`src/rtl/vhpc_consts.vh`:
```
// Constants of the valve head indication and pulse clean block
//
// Behaviour
// - Target inside a band lights its colour; dark between bands. Code flashes red between bands in fault mode, and white after a clean.
// - Automatic setup only when all prerequisites hold, else retrofit setup forced.
// - Feedback defaults to de-energized/energized convention.
// - Valve-state output high while head and valve idle without fault, in automatic setup only; code also holds it high out of ST_IDLE, valve moving or not.
// - One-solenoid head offers pulse clean by default with no setup.
// - Pulse clean only on fieldbus variants with one solenoid, not discrete.
// - On reaching commanded position, pulse air released, valve returns.
// - After completion, requests ignored for 2 s, then re-armed.
// - Completion gives 2 s feedback pulse and visual indication.
`ifndef VHPC_CONSTS_VH
`define VHPC_CONSTS_VH

// ----------------------------------------------------------------
// Bus map
// ----------------------------------------------------------------
`define VHPC_ADDR_W 8
`define VHPC_REG_CTRL 8'h00
`define VHPC_REG_STATUS 8'h04
`define VHPC_REG_IRQ_STAT 8'h08
`define VHPC_REG_IRQ_MASK 8'h0C
`define VHPC_REG_BANDS 8'h10
`define VHPC_RESP_OKAY 2'b00
`define VHPC_RESP_SLVERR 2'b10

// ----------------------------------------------------------------
// Control fields
// ----------------------------------------------------------------
`define VHPC_CTRL_MODE_LO 0
`define VHPC_CTRL_MODE_HI 1
`define VHPC_CTRL_AUTOREQ 2
`define VHPC_CTRL_OPENCLOSED 3
`define VHPC_CTRL_RST 32'h0000_0004

// ----------------------------------------------------------------
// Modes and colours
// ----------------------------------------------------------------
`define VHPC_MODE_FACTORY 2'h0
`define VHPC_MODE_OPER 2'h1
`define VHPC_MODE_FAULT 2'h2
`define VHPC_COL_OFF 3'h0
`define VHPC_COL_GREEN 3'h1
`define VHPC_COL_WHITE 3'h2
`define VHPC_COL_BLUE 3'h3
`define VHPC_COL_YELLOW 3'h4
`define VHPC_COL_RED 3'h5
`define VHPC_BAND_NONE 3'h0
`define VHPC_BAND_DEEN 3'h1
`define VHPC_BAND_OPEN 3'h2
`define VHPC_BAND_UPPER 3'h3
`define VHPC_BAND_LOWER 3'h4

// ----------------------------------------------------------------
// Timing at 40 MHz
// ----------------------------------------------------------------
`define VHPC_CLK_HZ 40000000
`define VHPC_MIN_CMD_MS 500
`define VHPC_HOLD_MS 2000
`define VHPC_BLINK_MS 250
`define VHPC_MS_CYC(ms) ((ms) * (`VHPC_CLK_HZ / 1000))
`define VHPC_CNT_W 27

// ----------------------------------------------------------------
// Interrupt bits
// ----------------------------------------------------------------
`define VHPC_IRQ_ACCEPT 0
`define VHPC_IRQ_DONE 1
`define VHPC_IRQ_REARM 2
`define VHPC_IRQ_W 3

`endif

```
`src/rtl/vhpc_led.v`:
```
// Ring indicator colour mapping of the valve head
`timescale 1ns/10ps
`default_nettype none
`include "vhpc_consts.vh"

module vhpc_led #(
    parameter BLINK_CYC = `VHPC_MS_CYC(`VHPC_BLINK_MS)
) (
    // Clock and reset
    input wire clk,
    input wire nrst,
    input wire ce,
    // Inputs
    input wire [1:0] mode,
    input wire [2:0] band,
    input wire done_flash,
    // Output
    output reg [2:0] colour
);

// ----------------------------------------------------------------
// Blink timer
// ----------------------------------------------------------------
reg [`VHPC_CNT_W-1:0] tick;
reg phase;
reg [2:0] next_colour;
reg [2:0] base;

always @(posedge clk or negedge nrst) begin
    if (!nrst) begin
        tick <= {`VHPC_CNT_W{1'b0}};
        phase <= 1'b0;
    end else if (ce) begin
        if (tick >= BLINK_CYC - 1) begin
            tick <= {`VHPC_CNT_W{1'b0}};
            phase <= ~phase;
        end else begin
            tick <= tick + 1'b1;
        end
    end
end

// ----------------------------------------------------------------
// Colour selection
// ----------------------------------------------------------------
always @* begin
    case (band)
        `VHPC_BAND_DEEN: base = `VHPC_COL_GREEN;
        `VHPC_BAND_OPEN: base = `VHPC_COL_WHITE;
        `VHPC_BAND_UPPER: base = `VHPC_COL_BLUE;
        `VHPC_BAND_LOWER: base = `VHPC_COL_YELLOW;
        default: base = `VHPC_COL_OFF;
    endcase
    next_colour = base;
    if (done_flash) begin
        next_colour = phase ? `VHPC_COL_WHITE : `VHPC_COL_OFF;
    end else if (mode == `VHPC_MODE_FACTORY) begin
        next_colour = phase ? base : `VHPC_COL_OFF;
    end else if (mode == `VHPC_MODE_FAULT) begin
        if (base == `VHPC_COL_OFF)
            next_colour = phase ? `VHPC_COL_RED : `VHPC_COL_OFF;
        else
            next_colour = phase ? base : `VHPC_COL_RED;
    end
end

always @(posedge clk or negedge nrst) begin
    if (!nrst) begin
        colour <= `VHPC_COL_OFF;
    end else if (ce) begin
        colour <= next_colour;
    end
end

endmodule // vhpc_led
`default_nettype wire

```
`src/rtl/vhpc_top.v`:
```
// Valve head indication and pulse seat clean controller
`timescale 1ns/10ps
`default_nettype none
`include "vhpc_consts.vh"

module vhpc_top #(
    parameter MIN_CMD_CYC = `VHPC_MS_CYC(`VHPC_MIN_CMD_MS),
    parameter HOLD_CYC = `VHPC_MS_CYC(`VHPC_HOLD_MS),
    parameter BLINK_CYC = `VHPC_MS_CYC(`VHPC_BLINK_MS)
) (
    // Clock, reset, enable
    input wire clk,
    input wire nrst,
    input wire ce,
    // AXI4-Lite write
    input wire [`VHPC_ADDR_W-1:0] s_axi_awaddr,
    input wire s_axi_awvalid,
    output reg s_axi_awready,
    input wire [31:0] s_axi_wdata,
    input wire [3:0] s_axi_wstrb,
    input wire s_axi_wvalid,
    output reg s_axi_wready,
    output reg [1:0] s_axi_bresp,
    output reg s_axi_bvalid,
    input wire s_axi_bready,
    // AXI4-Lite read
    input wire [`VHPC_ADDR_W-1:0] s_axi_araddr,
    input wire s_axi_arvalid,
    output reg s_axi_arready,
    output reg [31:0] s_axi_rdata,
    output reg [1:0] s_axi_rresp,
    output reg s_axi_rvalid,
    input wire s_axi_rready,
    // Head configuration
    input wire fieldbus_variant,
    input wire [1:0] solenoid_count,
    input wire setup_prereq_ok,
    // Sensing
    input wire [2:0] target_band,
    input wire fault_present,
    input wire valve_moving,
    input wire pos_reached,
    // PLC link
    input wire pulse_cmd,
    output reg pilot_solenoid,
    output reg clean_done,
    output reg valve_state,
    output reg status_error,
    // Indication and interrupt
    output reg [2:0] led_colour,
    output reg irq
);

// ----------------------------------------------------------------
// Sequencer states
// ----------------------------------------------------------------
localparam ST_IDLE = 4'b0001;
localparam ST_PULSE = 4'b0010;
localparam ST_RETURN = 4'b0100;
localparam ST_HOLD = 4'b1000;

function wen_byte;
    input [3:0] strb;
    input integer bit_pos;
    begin
        wen_byte = strb[bit_pos / 8];
    end
endfunction

// ----------------------------------------------------------------
// Registers
// ----------------------------------------------------------------
reg [31:0] ctrl;
reg [`VHPC_IRQ_W-1:0] irq_stat;
reg [`VHPC_IRQ_W-1:0] irq_mask;
reg [3:0] state;
reg [3:0] next_state;
reg [`VHPC_CNT_W-1:0] cmd_cnt;
reg [`VHPC_CNT_W-1:0] hold_cnt;
reg cmd_armed;
reg [`VHPC_IRQ_W-1:0] ev;
reg have_aw;
reg have_w;
reg [`VHPC_ADDR_W-1:0] aw_addr;
reg [31:0] w_data;
reg [3:0] w_strb;
wire [1:0] mode;
wire auto_setup;
wire clean_avail;
wire [2:0] led_next;

assign mode = ctrl[`VHPC_CTRL_MODE_HI:`VHPC_CTRL_MODE_LO];
// Auto setup only with every prerequisite met
assign auto_setup = ctrl[`VHPC_CTRL_AUTOREQ] & setup_prereq_ok;
// One solenoid, fieldbus only, no setup step
assign clean_avail = fieldbus_variant & (solenoid_count == 2'h1);

// ----------------------------------------------------------------
// AXI4-Lite slave
// ----------------------------------------------------------------
always @(posedge clk or negedge nrst) begin
    if (!nrst) begin
        s_axi_awready <= 1'b0;
        s_axi_wready <= 1'b0;
        s_axi_bvalid <= 1'b0;
        s_axi_bresp <= `VHPC_RESP_OKAY;
        have_aw <= 1'b0;
        have_w <= 1'b0;
        aw_addr <= {`VHPC_ADDR_W{1'b0}};
        w_data <= 32'h0000_0000;
        w_strb <= 4'h0;
    end else if (ce) begin
        s_axi_awready <= !have_aw && !s_axi_awready && !s_axi_bvalid;
        s_axi_wready <= !have_w && !s_axi_wready && !s_axi_bvalid;
        if (s_axi_awvalid && s_axi_awready) begin
            have_aw <= 1'b1;
            aw_addr <= s_axi_awaddr;
            s_axi_awready <= 1'b0;
        end
        if (s_axi_wvalid && s_axi_wready) begin
            have_w <= 1'b1;
            w_data <= s_axi_wdata;
            w_strb <= s_axi_wstrb;
            s_axi_wready <= 1'b0;
        end
        if (have_aw && have_w && !s_axi_bvalid) begin
            s_axi_bvalid <= 1'b1;
            have_aw <= 1'b0;
            have_w <= 1'b0;
            case (aw_addr)
                `VHPC_REG_CTRL, `VHPC_REG_IRQ_MASK, `VHPC_REG_STATUS,
                `VHPC_REG_IRQ_STAT, `VHPC_REG_BANDS:
                    s_axi_bresp <= `VHPC_RESP_OKAY;
                default: s_axi_bresp <= `VHPC_RESP_SLVERR;
            endcase
        end else if (s_axi_bvalid && s_axi_bready) begin
            s_axi_bvalid <= 1'b0;
        end
    end
end

// Register writes
always @(posedge clk or negedge nrst) begin
    if (!nrst) begin
        ctrl <= `VHPC_CTRL_RST;
        irq_mask <= {`VHPC_IRQ_W{1'b0}};
    end else if (ce && have_aw && have_w && !s_axi_bvalid) begin
        if (aw_addr == `VHPC_REG_CTRL && wen_byte(w_strb, 0))
            ctrl <= {28'h0000000, w_data[3:0]};
        if (aw_addr == `VHPC_REG_IRQ_MASK && wen_byte(w_strb, 0))
            irq_mask <= w_data[`VHPC_IRQ_W-1:0];
    end
end

// Read channel; interrupt status read clears sticky bits
wire rd_take = s_axi_arvalid && s_axi_arready;
always @(posedge clk or negedge nrst) begin
    if (!nrst) begin
        s_axi_arready <= 1'b0;
        s_axi_rvalid <= 1'b0;
        s_axi_rdata <= 32'h0000_0000;
        s_axi_rresp <= `VHPC_RESP_OKAY;
    end else if (ce) begin
        s_axi_arready <= !s_axi_rvalid && !s_axi_arready;
        if (rd_take) begin
            s_axi_arready <= 1'b0;
            s_axi_rvalid <= 1'b1;
            s_axi_rresp <= `VHPC_RESP_OKAY;
            case (s_axi_araddr)
                `VHPC_REG_CTRL: s_axi_rdata <= ctrl;
                `VHPC_REG_STATUS:
                    s_axi_rdata <= {22'h000000, auto_setup, clean_avail,
                        cmd_armed, valve_state, status_error, state, 1'b0};
                `VHPC_REG_IRQ_STAT:
                    s_axi_rdata <= {29'h00000000, irq_stat};
                `VHPC_REG_IRQ_MASK:
                    s_axi_rdata <= {29'h00000000, irq_mask};
                `VHPC_REG_BANDS:
                    s_axi_rdata <= {26'h0000000, led_colour, target_band};
                default: begin
                    s_axi_rdata <= 32'h0000_0000;
                    s_axi_rresp <= `VHPC_RESP_SLVERR;
                end
            endcase
        end else if (s_axi_rvalid && s_axi_rready) begin
            s_axi_rvalid <= 1'b0;
        end
    end
end

// ----------------------------------------------------------------
// Pulse clean sequencer
// ----------------------------------------------------------------
always @* begin
    next_state = state;
    ev = {`VHPC_IRQ_W{1'b0}};
    case (state)
        ST_IDLE:
            if (cmd_armed && pulse_cmd && clean_avail
                && cmd_cnt >= MIN_CMD_CYC - 1) begin
                next_state = ST_PULSE;
                ev[`VHPC_IRQ_ACCEPT] = 1'b1;
            end
        ST_PULSE:
            if (pos_reached) begin
                next_state = ST_RETURN;
            end
        ST_RETURN:
            if (!pos_reached) begin
                next_state = ST_HOLD;
                ev[`VHPC_IRQ_DONE] = 1'b1;
            end
        ST_HOLD:
            if (hold_cnt >= HOLD_CYC - 1) begin
                next_state = ST_IDLE;
                ev[`VHPC_IRQ_REARM] = 1'b1;
            end
        default: next_state = ST_IDLE;
    endcase
end

always @(posedge clk or negedge nrst) begin
    if (!nrst) begin
        state <= ST_IDLE;
        cmd_cnt <= {`VHPC_CNT_W{1'b0}};
        hold_cnt <= {`VHPC_CNT_W{1'b0}};
        cmd_armed <= 1'b1;
        pilot_solenoid <= 1'b0;
        clean_done <= 1'b0;
    end else if (ce) begin
        state <= next_state;
        // Command length counter
        if (pulse_cmd && state == ST_IDLE)
            cmd_cnt <= cmd_cnt + 1'b1;
        else
            cmd_cnt <= {`VHPC_CNT_W{1'b0}};
        // Held command must drop before a new cycle
        if (!pulse_cmd && state == ST_IDLE)
            cmd_armed <= 1'b1;
        else if (next_state == ST_PULSE)
            cmd_armed <= 1'b0;
        hold_cnt <= (state == ST_HOLD) ? hold_cnt + 1'b1
                                       : {`VHPC_CNT_W{1'b0}};
        pilot_solenoid <= (next_state == ST_PULSE);
        clean_done <= (next_state == ST_HOLD);
    end
end

// ----------------------------------------------------------------
// Status outputs
// ----------------------------------------------------------------
always @(posedge clk or negedge nrst) begin
    if (!nrst) begin
        valve_state <= 1'b0;
        status_error <= 1'b0;
    end else if (ce) begin
        // Valve still, or sequencer out of ST_IDLE, without fault keeps valve state high in automatic setup only
        valve_state <= auto_setup && !fault_present
            && (!valve_moving || state != ST_IDLE);
        status_error <= !auto_setup && fault_present;
    end
end

// ----------------------------------------------------------------
// Interrupts
// ----------------------------------------------------------------
// Set wins over read clear
wire [`VHPC_IRQ_W-1:0] next_irq_stat;
assign next_irq_stat = (rd_take && s_axi_araddr == `VHPC_REG_IRQ_STAT)
    ? ev : (irq_stat | ev);

always @(posedge clk or negedge nrst) begin
    if (!nrst) begin
        irq_stat <= {`VHPC_IRQ_W{1'b0}};
        irq <= 1'b0;
    end else if (ce) begin
        irq_stat <= next_irq_stat;
        irq <= |(next_irq_stat & irq_mask);
    end
end

// ----------------------------------------------------------------
// Indicator
// ----------------------------------------------------------------
vhpc_led #(
    .BLINK_CYC(BLINK_CYC)
) u_led (
    .clk(clk),
    .nrst(nrst),
    .ce(ce),
    .mode(mode),
    .band(target_band),
    .done_flash(clean_done),
    .colour(led_next)
);

always @(posedge clk or negedge nrst) begin
    if (!nrst) begin
        led_colour <= `VHPC_COL_OFF;
    end else if (ce) begin
        led_colour <= led_next;
    end
end

endmodule // vhpc_top
`default_nettype wire

```
`config.mk`:
```
export PLATFORM = sky130hd
export DESIGN_NAME = vhpc_top
export DESIGN_NICKNAME = d
export VERILOG_FILES = /design/src/rtl/vhpc_led.v /design/src/rtl/vhpc_top.v
export VERILOG_INCLUDE_DIRS = /design/src /design/src/rtl
export SDC_FILE = /design/constraint.sdc
export NUM_CORES = 1
export LEC_CHECK = 0
export ABC_AREA = 1
export BUFFER_PORTS_ARGS = -buffer_cell sky130_fd_sc_hd__buf_2
export CORE_AREA = 4 4 122 124
export DETAILED_ROUTE_END_ITERATION = 10
export DIE_AREA = 0 0 126 128
export PLACE_DENSITY = 0.8
export SLEW_MARGIN = 20
export SYNTH_ARGS = -nofsm -noshare
export SYNTH_HDL_FRONTEND = slang
export SYNTH_SLANG_ARGS = --single-unit
```
`constraint.sdc`:
```
create_clock -name clk -period 1.8 [get_ports clk]
set_input_delay 0 -clock clk [delete_from_list [all_inputs] [get_ports clk]]
set_output_delay 0 -clock clk [all_outputs]
set_load 0.005 [all_outputs]
```
### After elaboration in Yosys (flattened, before gate mapping)

Cells that the tools add are included.
Widths: inputs -> output; s select.

| cells by class | value |
|---|---|
| multiplexer cells | 40 |
| bitwise operators | 5 |
| magnitude comparators | 3 |
| add/subtract/negate cells | 3 |
| reductions and logical operators | 62 |
| equal/unequal tests | 21 |

Operators with widths:

| operator | number |
|---|---|
| $add 27x1->27 const B | 3 |
| $mux 27 | 3 |
| $pmux 10 s5 | 1 |
| $eq 8x4->1 const B | 4 |
| $ge 27x24->1 const B | 1 |
| $ge 27x25->1 const B | 1 |
| $ge 27x27->1 const B | 1 |
| $logic_and 1x1->1 | 26 |
| $mux 3 | 8 |
| $reduce_and 2->1 | 12 |
| $mux 1 | 19 |
| $eq 8x3->1 const B | 2 |
| $eq 8x5->1 const B | 2 |
| $logic_not 8->1 | 2 |
| $mux 4 | 4 |
| $pmux 4 s4 | 1 |
| $pmux 3 s4 | 1 |
| $logic_not 1->1 | 11 |
| $reduce_bool 2->1 | 5 |
| $reduce_or 5->1 | 2 |
| $eq 4x2->1 const B | 2 |
| $eq 4x4->1 const B | 2 |
| $eq 3x2->1 const B | 2 |
| $mux 2 | 3 |
| other kinds (15) | 16 |

| storage, ports and cells | value |
|---|---|
| bits in registers | 164 |
| bits of input ports | 71 |

### Depth between registers and ports, before layout

| depth | value |
|---|---|
| depth in word-level cells | 10 |
| gate-level depth with buffers | 14 |
| depth with buffers taken out | 14 |

### Hierarchy

A second synthesis with hierarchy kept.

| second synthesis, totals | value |
|---|---|
| cells, all modules | 1,023 |
| area total of the unflattened synthesis | 7,816.2 um2 |

By module, submodules not included:

| module | sequential area each (um2) | area each (um2) | cells an instance | instances |
|---|---|---|---|---|
| vhpc_top | 2,731.4 | 5,941.9 | 775 | 1 |
| vhpc_led | 775.7 | 1,874.3 | 248 | 1 |

### Worst setup path after synthesis

Ideal clock, no wire load.

| timing | value |
|---|---|
| path kind | register -> register |
| start point | reg hold_cnt[1] |
| end point | reg hold_cnt[26] |
| cell stages (with the launch flop) | 13 |
| arrival time | 1.404 ns |
| required time | 1.679 ns |
| library setup time | 0.121 ns |
| path slack | 0.276 ns |
| path through | dfrtp_1 -> ha_1 -> nand2_1 -> nor2_4 -> nand2_2 -> inv_2 -> nand2_2 -> nor2_4 -> nand3_2 -> nor2_2 -> nand2_1 -> o21ai_1 -> a21oi_1 |

| on the way | value |
|---|---|
| cells in the longest elaborated chain, start to end | 2 |

Ends and longest elaborated chain:

| item | line | text |
|---|---|---|
| start, declared | vhpc_top.v:79 | `` reg [`VHPC_CNT_W-1:0] hold_cnt; `` |
| start signal, assigned | vhpc_top.v:226 | `` hold_cnt <= {`VHPC_CNT_W{1'b0}}; `` |
| start signal, assigned | vhpc_top.v:242 | `hold_cnt <= (state == ST_HOLD) ? hold_cnt + 1'b1` |
| $add 27x1->27 | vhpc_top.v:242 |  |
| $mux 27 | vhpc_top.v:242 |  |

No other way between the ends.
A chain may end at the register's enable or synchronous reset.

### Final worst setup path

Ends and elaborated chain as after synthesis.

==> impl_metrics.toml <==
[grt]
first_global_vias = 6965
gr-total-overflow = 0
grt_antenna_before_repair = 0
track_usage_pct = 24.07
grt_max_degree = 48
grt_pass1_wl_mm = 31.84

[yosys]
ys_warn_count = 0
ys_types = 53
yosys_register_bits = 140
syn-cell-area_um2 = 7884
synth-async-reset-ratio_pct = 100.0
synth_edf_count = 0
ys.flop_type = "dfrtp_1"
netlist_instances = 1035
seq_area_frac_synth_pct = 44.49
syn_area_per_cell_um2 = 7.617

[timing]
fmax_ghz = 0.5619
hold_violations = 0
fin_crit_sh_pct = 98.87
fin_ws_ps = 20.29
slew_viol_final = 0
finalCriticalPeriod_ps = 1780
rsz0062_at_grt = "yes"
setup_viol = 0
fin_worst_skew_ps = 7.900

[placed_design]
io_buffers = 64
pre_cts_ws_ps = 9.436
routabilityCongestion = 0.8861
dp_hpwl_mm = 12.99
placed_area_um2 = 8454

[setup_path]
start_kind = "flip-flop"
r2r_slack_ps = 20
cp_slowest_cell = "dfrtp_1"
timing.critical_path.from = "hold_cnt[1]$_DFFE_PN0P_"
path_cells = "ha_2 > nand2_4 > nor2_4 > nand2_2 > inv_2 > nand2_4 > nor2_4 > nand3_4 > nor2_4 > nand2_2 > o21ai_2 > a21oi_1"
cp.depth = 12
crit_arrival_ps = 2100
slowest_delay_ps = 380
worstPathMaxFanout = 4
reg2reg_depth = 12
r2r_end = "hold_cnt[26]$_DFFE_PN0P_"
path_delay_family = "simple AND/OR/NAND/NOR gates"
r2r_start = "hold_cnt[1]$_DFFE_PN0P_"
crit_type = "flip-flop to flip-flop"
cp_num_buf_inv = 1
cp-end-kind = "flip-flop"
path_common_cell = "nor2_4"
cp-endpoint = "hold_cnt[26]$_DFFE_PN0P_"
cp_data_required_time_ps = 2120

[die]
ios = 120
die_area_um2 = 16130
core_um2 = 13770
die_h_um = 128
rows = 43
die_x_um = 126
start_util_pct = 57.24

[clock_tree]
cts_root_buf = "clkbuf_16"
h-tree-depth = 4
clk_pin_slew_ps = 60
clock_sinks = 140
cts_tree = "yes"
insertion_delay_ps = 430
cts_inserted_buffers = 17
clockBufferDepth = 2

[run_status]
status = "finished, final reports clean"

[cells_and_area]
fin_nets = 1242
layout_commonest_cell = "nand2_1"
area_growth_pct = 21.96
drive_above_1_share_pct = 19.39
layout_common_cells = "nand2_1 (237), dfrtp_1 (135), inv_1 (134), nor2_1 (116), buf_2 (63)"
stdcell_area_um2 = 9615
n_antenna_cell = 0

[drt]
final_antenna_net_count = 0
drc = 0
drt_iter0_markers = 699
routedWlPerCell_um = 14.40
routed_via_density = 5.373
vias = 7313
drt_pre_antenna_iters = 7
finalWirelength_mm = 19.60

[pwr]
p_per_area_nw_per_um2 = 887.7
peakVddDrop_v = 0.0009177
p_leak_nw = 4.613

[run]
drv_cap = 0

[worst_hold_path]
hold_class = "primary input to flip-flop"
## cells in the mapped netlist, types with 10 or more instances
cell type	instances	area, um2
nand2_1	244	915.9
nor2_1	123	461.7
o21ai_1	14	70.07
inv_1	140	525.5
a21oi_1	43	215.2
dfrtp_1	137	3428
o21ai_0	58	290.3
xor2_1	15	131.4
nand3_1	46	230.2
nor4_1	10	62.56
nor3_1	33	165.2
nand4_1	20	125.1
buf_4	27	202.7
## timing repair
action,in CTS,in global routing
setup endpoints to repair,22,42
pin swaps,1,21
hold buffers,29,0
buffers inserted,1,13
hold endpoints to repair,166,0
resized for setup,5,51
## cells by family (layout without fill, tap and decap cells)
family / count (synthesis) / count (layout) / share of synthesized area [%]
XOR/XNOR: 18 / 18 / 2.000
AO/OA/AOI/OAI: 153 / 153 / 10.84
AND/OR/NAND/NOR: 532 / 532 / 31.66
other: 1 / 24 / 0.04757
adder cells (fa/ha/maj): 3 / 3 / 0.4762
buffers and inverters: 188 / 311 / 10.49
flip-flops: 140 / 140 / 44.49
## cell type report
| cell class | count | area (um2) |
|---|---|---|
| Inverter | 149 | 574.3 |
| Timing Repair Buffer | 130 | 923.4 |
| Clock buffer | 18 | 439.2 |
| Fill cell | 1056 | 4158 |
| Multi-Input combinational cell | 730 | 3816 |
| Sequential cell | 140 | 3510 |
| Clock inverter | 14 | 127.6 |
| Tap cell | 180 | 225.2 |
## worst reg2reg max path: cells and delay by family (launching register included)
kind                     cells  cell delay (ps)
AND/OR/NAND/NOR              8              790
flip-flops                   1              380
adder cells (fa/ha/maj)      1              220
AO/OA/AOI/OAI                2              180
buffers and inverters        1              100
## worst min path at each step
stage	startpoint	to	cells after the start
after global routing	s_axi_wvalid	w_data[2]$_DFFE_PN0P_	4
after CTS	s_axi_awvalid	aw_addr[5]$_DFFE_PN0P_	4
after floorplan	nrst	aw_addr[0]$_DFFE_PN0P_	0
after global placement	nrst	u_led.tick[19]$_DFFE_PN0P_	1
after detailed placement	nrst	u_led.tick[19]$_DFFE_PN0P_	1
final	s_axi_awvalid	aw_addr[5]$_DFFE_PN0P_	4
## where the power goes
| part | internal, W | switching [W] |
|---|---|---|
| logic | 0.000537 | 0.000779 |
| clock network | 0.00185 | 0.00151 |
| registers | 0.00355 | 0.000307 |
| total | 0.00594 | 0.00260 |
## layer usage
| metal | vias to the layer above | routed length (um) | global-route usage (%) |
|---|---|---|---|
| met5 | - | 0 | 0 |
| met4 | 0 | 475 | 8.454 |
| met3 | 53 | 1075 | 5.375 |
| met2 | 260 | 10050 | 40.75 |
| met1 | 3443 | 7997 | 30.66 |
| li1 | 3557 | - | - |
## sequential cells by signal, indices dropped and copies added (netlist names), 4 cells and up
name / flops
cmd_cnt: 27
hold_cnt: 27
u_led.tick: 27
s_axi_rdata: 10
aw_addr: 8
ctrl: 4
state: 4
w_data: 4
## through the flow
stage	total power [W]	instances	utilization, %	hold WS [ps]	TNS (ps)
final	0.008535	1361	69.81	36.07	0
after floorplan	0.004616	1058	-	-295.6	0
after detailed placement	0.005066	1286	61.38	-28.36	0
after global routing	0.008950	1361	69.81	80.12	-931.1
after CTS	0.008509	1348	67.80	16.48	0
after global placement	0.005005	1286	61.38	-30.71	0
No activity file was read; power rests on OpenSTA's default activity.
